==> config.mk <==
export PLATFORM = sky130hd
export DESIGN_NAME = tpd_detector
export DESIGN_NICKNAME = d
export VERILOG_FILES = /design/src/hw/tpd_pkg.sv /design/src/hw/tpd_detector.sv
export SDC_FILE = /design/constraint.sdc
export NUM_CORES = 1
export LEC_CHECK = 0
export ABC_AREA = 1
export BUFFER_PORTS_ARGS = -buffer_cell sky130_fd_sc_hd__buf_2
export CAP_MARGIN = 20
export CELL_PAD_IN_SITES_DETAIL_PLACEMENT = 1
export CELL_PAD_IN_SITES_GLOBAL_PLACEMENT = 2
export CORE_ASPECT_RATIO = 0.9
export CORE_MARGIN = 2
export CORE_UTILIZATION = 35
export CTS_BUF_LIST = sky130_fd_sc_hd__clkbuf_4 sky130_fd_sc_hd__clkbuf_8
export CTS_CLUSTER_SIZE = 8
export DETAILED_ROUTE_END_ITERATION = 7
export PLACE_DENSITY = 0.95
export SYNTH_ARGS = -nofsm -noshare
export SYNTH_HDL_FRONTEND = slang
export SYNTH_SLANG_ARGS = --single-unit
==> constraint.sdc <==
create_clock -name clk_i -period 8 [get_ports clk_i]
set_clock_uncertainty 0.05 [all_clocks]
set_input_delay 0.4 -clock clk_i [delete_from_list [all_inputs] [get_ports clk_i]]
set_output_delay 0.4 -clock clk_i [all_outputs]
set_load 0.03 [all_outputs]
==> src/hw/tpd_pkg.sv <==
// Package of offsets, field positions, reset values and carriers for the touch pattern detector
package tpd_pkg;
    // Number of touch inputs
    localparam int N_INPUTS = 8;
    // Register indices; byte address is four times the index
    localparam logic [7:0] IDX_STATUS = 8'h00;
    localparam logic [7:0] IDX_PDC = 8'h2b;
    localparam logic [7:0] IDX_MASK = 8'h2d;
    localparam logic [7:0] IDX_RCC = 8'h2f;
    localparam logic [7:0] IDX_THR0 = 8'h30;
    localparam logic [7:0] IDX_THR7 = 8'h37;
    localparam logic [7:0] IDX_SBY_THR = 8'h43;
    // Reset values
    localparam logic [7:0] RST_PDC = 8'h00;
    localparam logic [7:0] RST_MASK = 8'hff;
    localparam logic [7:0] RST_RCC = 8'h8a;
    localparam logic [6:0] RST_THR = 7'h40;
    // Pattern configuration fields
    localparam int PDC_EN_BIT = 7;
    localparam int PDC_TH_LSB = 2;
    localparam int PDC_MODE_BIT = 1;
    localparam int PDC_ALERT_BIT = 0;
    // Recalibration configuration fields
    localparam int RCC_BCAST_BIT = 7;
    localparam int RCC_KEEP_ACC_BIT = 6;
    localparam int RCC_KEEP_NEG_BIT = 5;
    localparam int RCC_NEG_LSB = 3;
    localparam int RCC_CAL_LSB = 0;
    // Status register fields
    localparam int STS_EVENT_BIT = 0;
    localparam int STS_BLOCK_BIT = 1;
    // Negative delta trigger counts
    localparam logic [5:0] NEG_CNT_8 = 6'h08;
    localparam logic [5:0] NEG_CNT_16 = 6'h10;
    localparam logic [5:0] NEG_CNT_32 = 6'h20;
    // Calibration decode bases
    localparam logic [8:0] CAL_SAMP_BASE = 9'h010;
    localparam logic [8:0] CAL_SAMP_MAX = 9'h100;
    localparam logic [12:0] CAL_PER_BASE = 13'h0010;
    localparam logic [12:0] CAL_PER_LONG = 13'h0400;
    localparam logic [2:0] CAL_LONG_CODE = 3'h5;

    // One polling cycle of sensed results
    typedef struct packed {
        logic [7:0][7:0] delta;
        logic [7:0] noise;
        logic [7:0] negative;
    } tpd_poll_t;

    // Calibration settings carried out to the sensing engine
    typedef struct packed {
        logic [8:0] samples;
        logic [12:0] period;
    } tpd_cal_t;
endpackage : tpd_pkg

==> src/hw/tpd_detector.sv <==
// Touch pattern detector with recalibration configuration and Wishbone registers
//
// Behaviour
// - Enable bit 7 gates pattern events, default off
// - Active uses input threshold, standby uses standby
// - Fraction field: 12.5, 25, 37.5, 100 percent
// - Pattern mode: all masked inputs qualify
// - Count mode: qualifying count reaches mask popcount
// - Evaluate one polling cycle only
// - Event blocks touches and flags interrupt
// - Blocking follows condition, resumes when gone
// - Sticky status cleared by zero write after
// - Alert enable drives active-low alert pin
// - Mask bit per input, resets all ones
// - Broadcast bit copies input 1 threshold write
// - Inputs 2 to 8 always writable individually
// - Noise clears accumulation unless keep bit set
// - Noise clears negative counter unless keep set
// - Field selects negative counts before recalibration
// - Negative count codes 8, 16, 32, disabled
// - Calibration code sets samples and period
`timescale 1ns/10ps
module tpd_detector (
    input wire logic clk_i,
    input wire logic rst_i,
    input wire logic ce_i,
    input wire logic wb_cyc_i,
    input wire logic wb_stb_i,
    input wire logic wb_we_i,
    input wire logic [9:0] wb_adr_i,
    input wire logic [3:0] wb_sel_i,
    input wire logic [31:0] wb_dat_i,
    output logic [31:0] wb_dat_o,
    output logic wb_ack_o,
    input wire logic poll_valid_i,
    input wire tpd_pkg::tpd_poll_t poll_i,
    input wire logic standby_i,
    output logic touches_blocked_o,
    output logic alert_n_o,
    output logic [7:0] touch_status_o,
    output logic [7:0] recal_start_o,
    output logic [7:0] accum_clear_o,
    output tpd_pkg::tpd_cal_t cal_o
);

    // Population count of an input vector
    function automatic logic [3:0] count_ones(input logic [7:0] v);
        logic [3:0] n;
        n = 4'h0;
        for (int k = 0; k < 8; k++) begin
            n = n + {3'h0, v[k]};
        end
        return n;
    endfunction : count_ones

    // Fraction of a threshold picked by the two-bit select
    function automatic logic [6:0] frac_thr(input logic [6:0] t, input logic [1:0] s);
        logic [6:0] r;
        r = t;
        unique case (s)
            2'h0: r = t >> 3;
            2'h1: r = t >> 2;
            2'h2: r = (t >> 2) + (t >> 3);
            2'h3: r = t;
        endcase
        return r;
    endfunction : frac_thr

    // Negative delta counts needed, zero means disabled
    function automatic logic [5:0] neg_target(input logic [1:0] s);
        logic [5:0] r;
        r = 6'h00;
        unique case (s)
            2'h0: r = tpd_pkg::NEG_CNT_8;
            2'h1: r = tpd_pkg::NEG_CNT_16;
            2'h2: r = tpd_pkg::NEG_CNT_32;
            2'h3: r = 6'h00;
        endcase
        return r;
    endfunction : neg_target

    logic [7:0] pattern_detect_config;
    logic [7:0] pattern_input_mask;
    logic [7:0] recalibration_config;
    logic [6:0] thr [8];
    logic [6:0] standby_thr;
    logic pattern_event_status;
    logic [5:0] neg_cnt [8];
    logic [7:0] qual;
    logic [7:0] raw_touch;

    // Bus decode
    wire logic bus_req = wb_cyc_i & wb_stb_i;
    wire logic [7:0] idx = wb_adr_i[9:2];
    wire logic wr_ok = bus_req & wb_ack_o & wb_we_i & wb_sel_i[0];
    wire logic wr_status = wr_ok & (idx == tpd_pkg::IDX_STATUS);
    wire logic wr_pdc = wr_ok & (idx == tpd_pkg::IDX_PDC);
    wire logic wr_mask = wr_ok & (idx == tpd_pkg::IDX_MASK);
    wire logic wr_rcc = wr_ok & (idx == tpd_pkg::IDX_RCC);
    wire logic wr_sby = wr_ok & (idx == tpd_pkg::IDX_SBY_THR);
    wire logic in_thr = (idx >= tpd_pkg::IDX_THR0) & (idx <= tpd_pkg::IDX_THR7);
    wire logic [2:0] thr_sel = idx[2:0];

    // Configuration fields
    wire logic pattern_detect_enable = pattern_detect_config[tpd_pkg::PDC_EN_BIT];
    wire logic [1:0] pattern_threshold_select =
        pattern_detect_config[tpd_pkg::PDC_TH_LSB +: 2];
    wire logic pattern_compare_mode = pattern_detect_config[tpd_pkg::PDC_MODE_BIT];
    wire logic pattern_alert_enable = pattern_detect_config[tpd_pkg::PDC_ALERT_BIT];
    wire logic broadcast_threshold_load = recalibration_config[tpd_pkg::RCC_BCAST_BIT];
    wire logic keep_accumulation_on_noise =
        recalibration_config[tpd_pkg::RCC_KEEP_ACC_BIT];
    wire logic keep_negative_counter_on_noise =
        recalibration_config[tpd_pkg::RCC_KEEP_NEG_BIT];
    wire logic [1:0] negative_delta_trigger_count =
        recalibration_config[tpd_pkg::RCC_NEG_LSB +: 2];
    wire logic [2:0] cal_code = recalibration_config[tpd_pkg::RCC_CAL_LSB +: 3];
    wire logic [5:0] neg_goal = neg_target(negative_delta_trigger_count);

    // Read selection
    wire logic [7:0] status_rd = {6'h00, touches_blocked_o, pattern_event_status};
    wire logic [7:0] rd_mux =
        (idx == tpd_pkg::IDX_STATUS) ? status_rd :
        (idx == tpd_pkg::IDX_PDC) ? pattern_detect_config :
        (idx == tpd_pkg::IDX_MASK) ? pattern_input_mask :
        (idx == tpd_pkg::IDX_RCC) ? recalibration_config :
        (idx == tpd_pkg::IDX_SBY_THR) ? {1'b0, standby_thr} :
        in_thr ? {1'b0, thr[thr_sel]} : 8'h00;

    // Bus answer: one wait state, ack drops after one cycle
    always_ff @(posedge clk_i) begin
        if (rst_i) begin
            wb_ack_o <= 1'b0;
            wb_dat_o <= 32'h0000_0000;
        end else if (ce_i) begin
            wb_ack_o <= bus_req & ~wb_ack_o;
            if (bus_req & ~wb_ack_o) begin
                wb_dat_o <= {24'h00_0000, rd_mux};
            end
        end
    end

    // Configuration registers
    always_ff @(posedge clk_i) begin
        if (rst_i) begin
            pattern_detect_config <= tpd_pkg::RST_PDC;
            pattern_input_mask <= tpd_pkg::RST_MASK;
            recalibration_config <= tpd_pkg::RST_RCC;
            standby_thr <= tpd_pkg::RST_THR;
        end else if (ce_i) begin
            if (wr_pdc) begin
                pattern_detect_config <= wb_dat_i[7:0] & 8'h8f;
            end
            if (wr_mask) begin
                pattern_input_mask <= wb_dat_i[7:0];
            end
            if (wr_rcc) begin
                recalibration_config <= wb_dat_i[7:0];
            end
            if (wr_sby) begin
                standby_thr <= wb_dat_i[6:0];
            end
        end
    end

    // Per-input thresholds, qualification and negative counters
    for (genvar i = 0; i < 8; i++) begin : g_in
        wire logic own_wr = wr_ok & (idx == tpd_pkg::IDX_THR0 + 8'(i));
        wire logic bc_wr = wr_ok & (idx == tpd_pkg::IDX_THR0) & broadcast_threshold_load;
        wire logic [6:0] base_thr = standby_i ? standby_thr : thr[i];
        wire logic [6:0] pat_thr = frac_thr(base_thr, pattern_threshold_select);
        wire logic noisy = poll_i.noise[i];
        wire logic neg = poll_i.negative[i];
        wire logic [5:0] cnt_inc = neg_cnt[i] + 6'h01;
        wire logic hit = neg & ~noisy &
            (neg_goal != 6'h00) & (cnt_inc == neg_goal);

        assign qual[i] = (poll_i.delta[i] > {1'b0, pat_thr}) | noisy;
        assign raw_touch[i] = poll_i.delta[i] > {1'b0, base_thr};

        // Threshold register, with broadcast from input 1
        always_ff @(posedge clk_i) begin
            if (rst_i) begin
                thr[i] <= tpd_pkg::RST_THR;
            end else if (ce_i && (own_wr || bc_wr)) begin
                thr[i] <= wb_dat_i[6:0];
            end
        end

        // Consecutive negative delta counter
        always_ff @(posedge clk_i) begin
            if (rst_i) begin
                neg_cnt[i] <= 6'h00;
                recal_start_o[i] <= 1'b0;
                accum_clear_o[i] <= 1'b0;
            end else if (ce_i) begin
                recal_start_o[i] <= poll_valid_i & hit;
                accum_clear_o[i] <= poll_valid_i & noisy &
                    ~keep_accumulation_on_noise;
                if (poll_valid_i) begin
                    if (noisy && !keep_negative_counter_on_noise) begin
                        neg_cnt[i] <= 6'h00;
                    end else if (noisy) begin
                        neg_cnt[i] <= neg_cnt[i];
                    end else if (!neg || hit) begin
                        neg_cnt[i] <= 6'h00;
                    end else if (neg_goal != 6'h00) begin
                        neg_cnt[i] <= cnt_inc;
                    end
                end
            end
        end
    end

    // Pattern condition from the current polling cycle only
    wire logic pattern_hit = (qual & pattern_input_mask) == pattern_input_mask;
    wire logic count_hit = count_ones(qual) >= count_ones(pattern_input_mask);
    wire logic cond = pattern_detect_enable &
        (pattern_compare_mode ? pattern_hit : count_hit);
    wire logic ev_set = poll_valid_i & cond;
    wire logic ev_clr = wr_status & ~wb_dat_i[tpd_pkg::STS_EVENT_BIT] &
        ~touches_blocked_o;
    wire logic next_status = ev_set | (pattern_event_status & ~ev_clr);

    // Event status, blocking and alert
    always_ff @(posedge clk_i) begin
        if (rst_i) begin
            pattern_event_status <= 1'b0;
            touches_blocked_o <= 1'b0;
            alert_n_o <= 1'b1;
            touch_status_o <= 8'h00;
        end else if (ce_i) begin
            pattern_event_status <= next_status;
            alert_n_o <= ~(next_status & pattern_alert_enable);
            if (poll_valid_i) begin
                touches_blocked_o <= cond;
                touch_status_o <= raw_touch & {8{~cond}};
            end
        end
    end

    // Calibration samples and update period
    always_ff @(posedge clk_i) begin
        if (rst_i) begin
            cal_o <= '0;
        end else if (ce_i) begin
            if (cal_code < tpd_pkg::CAL_LONG_CODE) begin
                cal_o.samples <= tpd_pkg::CAL_SAMP_BASE << cal_code;
                cal_o.period <= tpd_pkg::CAL_PER_BASE << cal_code;
            end else begin
                cal_o.samples <= tpd_pkg::CAL_SAMP_MAX;
                cal_o.period <= tpd_pkg::CAL_PER_LONG << (cal_code - tpd_pkg::CAL_LONG_CODE);
            end
        end
    end

    // Checks
    event_off_a: assert property (@(posedge clk_i) disable iff (rst_i)
        ce_i && poll_valid_i && !pattern_detect_enable && !pattern_event_status
        && !wr_pdc |=> !pattern_event_status && !touches_blocked_o)
        else $error("pattern event while detection disabled");
    pattern_mode_a: assert property (@(posedge clk_i) disable iff (rst_i)
        ce_i && poll_valid_i && pattern_detect_enable && pattern_compare_mode
        && ((qual & pattern_input_mask) == pattern_input_mask) |=> pattern_event_status)
        else $error("pattern match not flagged");
    count_mode_a: assert property (@(posedge clk_i) disable iff (rst_i)
        ce_i && poll_valid_i && pattern_detect_enable && !pattern_compare_mode
        && (count_ones(qual) < count_ones(pattern_input_mask))
        && !pattern_event_status |=> !pattern_event_status)
        else $error("count mode flagged too few inputs");
    block_follow_a: assert property (@(posedge clk_i) disable iff (rst_i)
        ce_i && poll_valid_i |=> touches_blocked_o == $past(cond))
        else $error("blocking does not follow condition");
    touch_gate_a: assert property (@(posedge clk_i) disable iff (rst_i)
        ce_i && poll_valid_i && cond |=> touch_status_o == 8'h00)
        else $error("touch status set while blocked");
    sticky_status_a: assert property (@(posedge clk_i) disable iff (rst_i)
        ce_i && pattern_event_status && (!wr_status || touches_blocked_o)
        |=> pattern_event_status)
        else $error("status lost without proper clear");
    alert_pin_a: assert property (@(posedge clk_i) disable iff (rst_i)
        ce_i && ev_set && pattern_alert_enable |=> !alert_n_o ##1 1'b1)
        else $error("alert not asserted on event");
    bcast_load_a: assert property (@(posedge clk_i) disable iff (rst_i)
        ce_i && wr_ok && idx == tpd_pkg::IDX_THR0 && broadcast_threshold_load
        |=> thr[7] == $past(wb_dat_i[6:0]) && thr[3] == $past(wb_dat_i[6:0]))
        else $error("broadcast threshold not copied");
    neg_off_a: assert property (@(posedge clk_i) disable iff (rst_i)
        ce_i && negative_delta_trigger_count == 2'h3 && !wr_rcc
        |=> recal_start_o == 8'h00)
        else $error("recalibration started while disabled");
    accum_clr_a: assert property (@(posedge clk_i) disable iff (rst_i)
        ce_i && poll_valid_i && poll_i.noise[0] && !keep_accumulation_on_noise
        |=> accum_clear_o[0])
        else $error("accumulation not cleared on noise");

    // Counter, calibration, bus and enable checks
    neg_hold_a: assert property (@(posedge clk_i) disable iff (rst_i)
        ce_i && poll_valid_i && poll_i.noise[0] && keep_negative_counter_on_noise
        |=> neg_cnt[0] == $past(neg_cnt[0]) && !recal_start_o[0])
        else $error("negative counter moved on noise");
    neg_clear_a: assert property (@(posedge clk_i) disable iff (rst_i)
        ce_i && poll_valid_i && poll_i.noise[0] && !keep_negative_counter_on_noise
        |=> neg_cnt[0] == 6'h00)
        else $error("negative counter kept on noise");
    recal_pulse_a: assert property (@(posedge clk_i) disable iff (rst_i)
        ce_i && poll_valid_i && poll_i.negative[0] && !poll_i.noise[0]
        && neg_goal != 6'h00 && neg_cnt[0] == neg_goal - 6'h01
        |=> recal_start_o[0] && neg_cnt[0] == 6'h00)
        else $error("recalibration not started at count");
    count_event_a: assert property (@(posedge clk_i) disable iff (rst_i)
        ce_i && poll_valid_i && pattern_detect_enable && !pattern_compare_mode
        && (count_ones(qual) >= count_ones(pattern_input_mask))
        |=> pattern_event_status && touches_blocked_o)
        else $error("count mode missed an event");
    status_clear_a: assert property (@(posedge clk_i) disable iff (rst_i)
        ce_i && wr_status && !wb_dat_i[tpd_pkg::STS_EVENT_BIT] && !touches_blocked_o
        && !(poll_valid_i && cond) |=> !pattern_event_status)
        else $error("status not cleared by zero write");
    alert_off_a: assert property (@(posedge clk_i) disable iff (rst_i)
        ce_i && !pattern_alert_enable |=> alert_n_o)
        else $error("alert asserted while disabled");
    thr_own_a: assert property (@(posedge clk_i) disable iff (rst_i)
        ce_i && wr_ok && idx == tpd_pkg::IDX_THR7 |=> thr[7] == $past(wb_dat_i[6:0]))
        else $error("individual threshold write lost");
    cal_long_a: assert property (@(posedge clk_i) disable iff (rst_i)
        ce_i && cal_code == 3'h7 |=> cal_o.samples == 9'h100 && cal_o.period == 13'h1000)
        else $error("longest calibration period wrong");
    ack_pulse_a: assert property (@(posedge clk_i) disable iff (rst_i)
        ce_i && wb_ack_o |=> !wb_ack_o)
        else $error("bus acknowledge longer than one cycle");
    frozen_state_a: assert property (@(posedge clk_i) disable iff (rst_i)
        !ce_i |=> $stable(pattern_event_status) && $stable(touches_blocked_o))
        else $error("state moved while clock enable low");

endmodule : tpd_detector

==> summary.md <==
| Metric | Value |
|---|---|
| Sw power | 695 uW |
| Outcome | completed |
| Drt drc | 0 |
| DIE WIDTH | between 200 and 250 um |
| Initial antenna violation count | 3 |
| Post-Syn Area | about 15000 sq um |
| CP Max Fanout | 16 |
| CTS tree | built |
| Final Cycle Share | 0.932 |
| Flops & latches, synth | 178 |
| Minimum clock period | 7450 ps |
| Die area | 44000 sq um |
| Worst Tran Pin Value | a little under 1000 ps |
| Seq/Total Area, Yosys | 0.311 |
| Crit path required time | 8360 ps |
| Maxcap violations | 0 |
| Dominant cells by area after synthesis | edfxtp_1 21%, ha_1 15%, dfxtp_1 10%, nand2_1 7.8%, inv_1 6.9% |
| Warnings from Yosys | 0 |
| Worst-skew pair later-pin latency | slightly below 500 ps |
| Layout Nets | ~2400 |
| Placed Cells | 2595 |
| Routed Antenna Nets | 0 |
| Die Ht | 199 um |
| Hold path depth | 3 |
| Slew Limit Headroom | 0.347 |
| Peak VDD IR | 0.111 mV |
| Critical Path Sink Type | flip-flop |
| Pins Over Slew Limit | 0 |
| Critical setup path kind | in -> reg |
| Hold_ws | ~120 ps |
| First-pass GRT wire length | about 80000 um |
| Yosys top cell area share | 0.211 |
| R2R setup slack | 640 ps |
| Tot GR Track Use | 0.231 |
| Pwr Total | 2.12 mW |
| Unrepaired setup endpoints after global routing | false |
| CTS Buffer Depth | 2 |
| Synth Area per Inst | 7.66 sq um |
| Worst Path Arrival | 7810 ps |
| Crit path launch type | primary input |
| Reg power frac | 0.478 |
| Final hold violation count | 0 |
| I/O pin count | 215 |
| Cts bufs inserted | 17 |
| First-pass iteration count of the detailed router | 5 |
| Internal power | 1.43 mW |
| Hold Crit Class | in -> reg |
| CP Launch Point | standby_i |
| Sw frac | 0.327 |
| P_leak | 7.77 nW |
| Total number of vias | 14200 |
| Post-place setup slack | 126 ps |
| Finished Layout Cells | 2630 |
| Port Buf Inserts | about 150 |
| Design Area, Final | 16500 sq um |
| Row Count | 71 |
| Htree depth | 4 |
| Total grt overflow | 0 |
| Vias in the first global route | 14500 |
| Total wire length | 51500 um |
| R2R depth | 36 |
| Asr flop ratio synth | 0 |
| CTS sink count | 178 |
| Fmax | 0.134 GHz |
| RR Endpoint | touch_status_o[0] |
| Setup TNS | 0 ps |
| Initial DRC Count | 976 |
| Post-synth top flop | edfxtp_1 |
| RePlAce Congestion | 0.878 |
| Initial core utilization | 0.355 |
| Layout Utilization | 0.394 |
| Worst reg2reg startpoint | standby_thr[4] |
| Logic pwr share | 0.203 |
| Largest area contributor in the synthesized netlist | edfxtp_1 |
| Setup slack after layout | about 550 ps |
| Post-synth EDFFs | 104 |
| Pin count of the biggest net entering global routing | 57 |
| Drt wl/cell | 19.6 um |
| CP max stage cell | fa_1 |
| Core area | 41800 sq um |
| Fraction of layout cells with a size suffix above 1 | 0.129 |
| Post-detail-place hpwl | around 42000 um |
| CTS Hold Bufs | 0 |
| Setup violators final | 0 |
| Power Density | 129 nW/um^2 |
| Placed Instance Area | about 16000 sq um |
| P&R area growth vs syn | 11.1% |
| Critical path endpoint | touch_status_o[0] |
| Via-per-instance ratio | 5.41 |
| Crit-path most repeated cell | inv_1 |
| Worst-path clk slew | 100 ps |
| Clock group share of total power | 0.319 |
| Post-synth cell types | 62 |
| Syn Inst Count | about 1900 |
| Root Driver | clkbuf_8 |
| CP peak stage delay | 570 ps |
-- per-layer routing --
layer	GRT usage	vias to the layer above	wire length, um
li1	-	6776	-
met1	0.310	6956	23300
met2	0.391	427	24200
met3	0.0309	62	3030
met4	0.0594	0	1020
met5	0	-	0
-- how the worst min path moves through the flow --
stage | startpoint | slack (ps) | end
global placement | cal_o[21] | 380 | cal_o[21]
detailed placement | recal_start_o[3] | 380 | recal_start_o[3]
floorplan | pattern_event_status | 410 | pattern_event_status
finish | wb_dat_i[3] | 120 | recalibration_config[3]
CTS | wb_dat_i[7] | 100 | recalibration_config[7]
global route | wb_dat_i[1] | 120 | recalibration_config[1]
-- sequential cells by signal, indices dropped and copies added (netlist names) --
register,flops
accum_clear_o,8
alert_n_o,1
cal_o,10
neg_cnt,48
pattern_detect_config,5
pattern_event_status,1
pattern_input_mask,8
recal_start_o,8
recalibration_config,8
standby_thr,7
thr,56
touch_status_o,8
touches_blocked_o,1
wb_ack_o,1
wb_dat_o,8
-- cell usage in the layout, fill, tap and decap left out, types with 22 or more instances in the layout --
cell      count
a21oi_1     164
buf_2       153
conb_1       32
dfxtp_1      74
edfxtp_1    104
ha_1        178
inv_1       271
nand2_1     306
nand3_1      94
nor2_1      201
o21ai_0     101
o221ai_1     22
o22ai_1      37
xor2_1       33
-- Yosys cell counts (6+ instances only) --
cell type,count
nand2_1,306
inv_1,272
nor2_1,201
ha_1,178
a21oi_1,166
edfxtp_1,104
o21ai_0,101
nand3_1,94
dfxtp_1,74
buf_4,38
o22ai_1,37
clkbuf_1,34
xor2_1,33
o221ai_1,22
o211ai_1,21
nor3_1,18
a31oi_1,17
fa_1,16
a22oi_1,15
inv_2,14
nand4_1,13
a211oi_1,12
o21a_1,12
xnor2_1,12
nor2_2,11
or2_2,10
o21bai_1,8
o31ai_1,8
buf_1,7
clkinv_1,7
nor3b_1,7
buf_2,6
-- critical path: cells and delay by family --
family | cells | cell delay [ps]
adders and majority gates | 8 | 3220
AOI/OAI and AO/OA | 13 | 1860
buffers and inverters | 11 | 1610
and+or+nand+nor | 7 | 680
-- kinds of logic after synthesis --
logic type,Yosys count,synth area share
fa+ha+maj,194,0.172
flops,178,0.311
other cells,1,0.000253
simple gates,689,0.203
xor+xnor,45,0.0266
compound gates,447,0.181
buf+inv,379,0.107
-- power by group through the flow --
stage / Sequential [mW] / Clock [mW] / Combinational (mW)
2_1_floorplan: 1.04 / 0 / 0.283
3_3_place_gp: 1.03 / 0 / 0.403
3_5_place_dp: 1.04 / 0 / 0.425
4_1_cts: 1.01 / 0.685 / 0.429
5_1_grt: 1.02 / 0.713 / 0.483
6_report: 1.01 / 0.677 / 0.431
-- timing repair --
action                     in CTS  in global routing
setup buffers                   0                  0
setup endpoints to repair       0                  6
gates resized for setup         0                  3
-- cell type report --
type | instances | area, sq um
antenna | 2 | 5.00
clock buffer | 18 | 241
clock inverter | 14 | 171
fill | 5229 | 25300
inverter | 293 | 1100
multi-input combinational | 1407 | 8750
sequential | 178 | 4600
tap | 547 | 684
timing repair buffer | 170 | 893
timing repair inverter | 1 | 5.00
(Power assumes the default switching activity.)
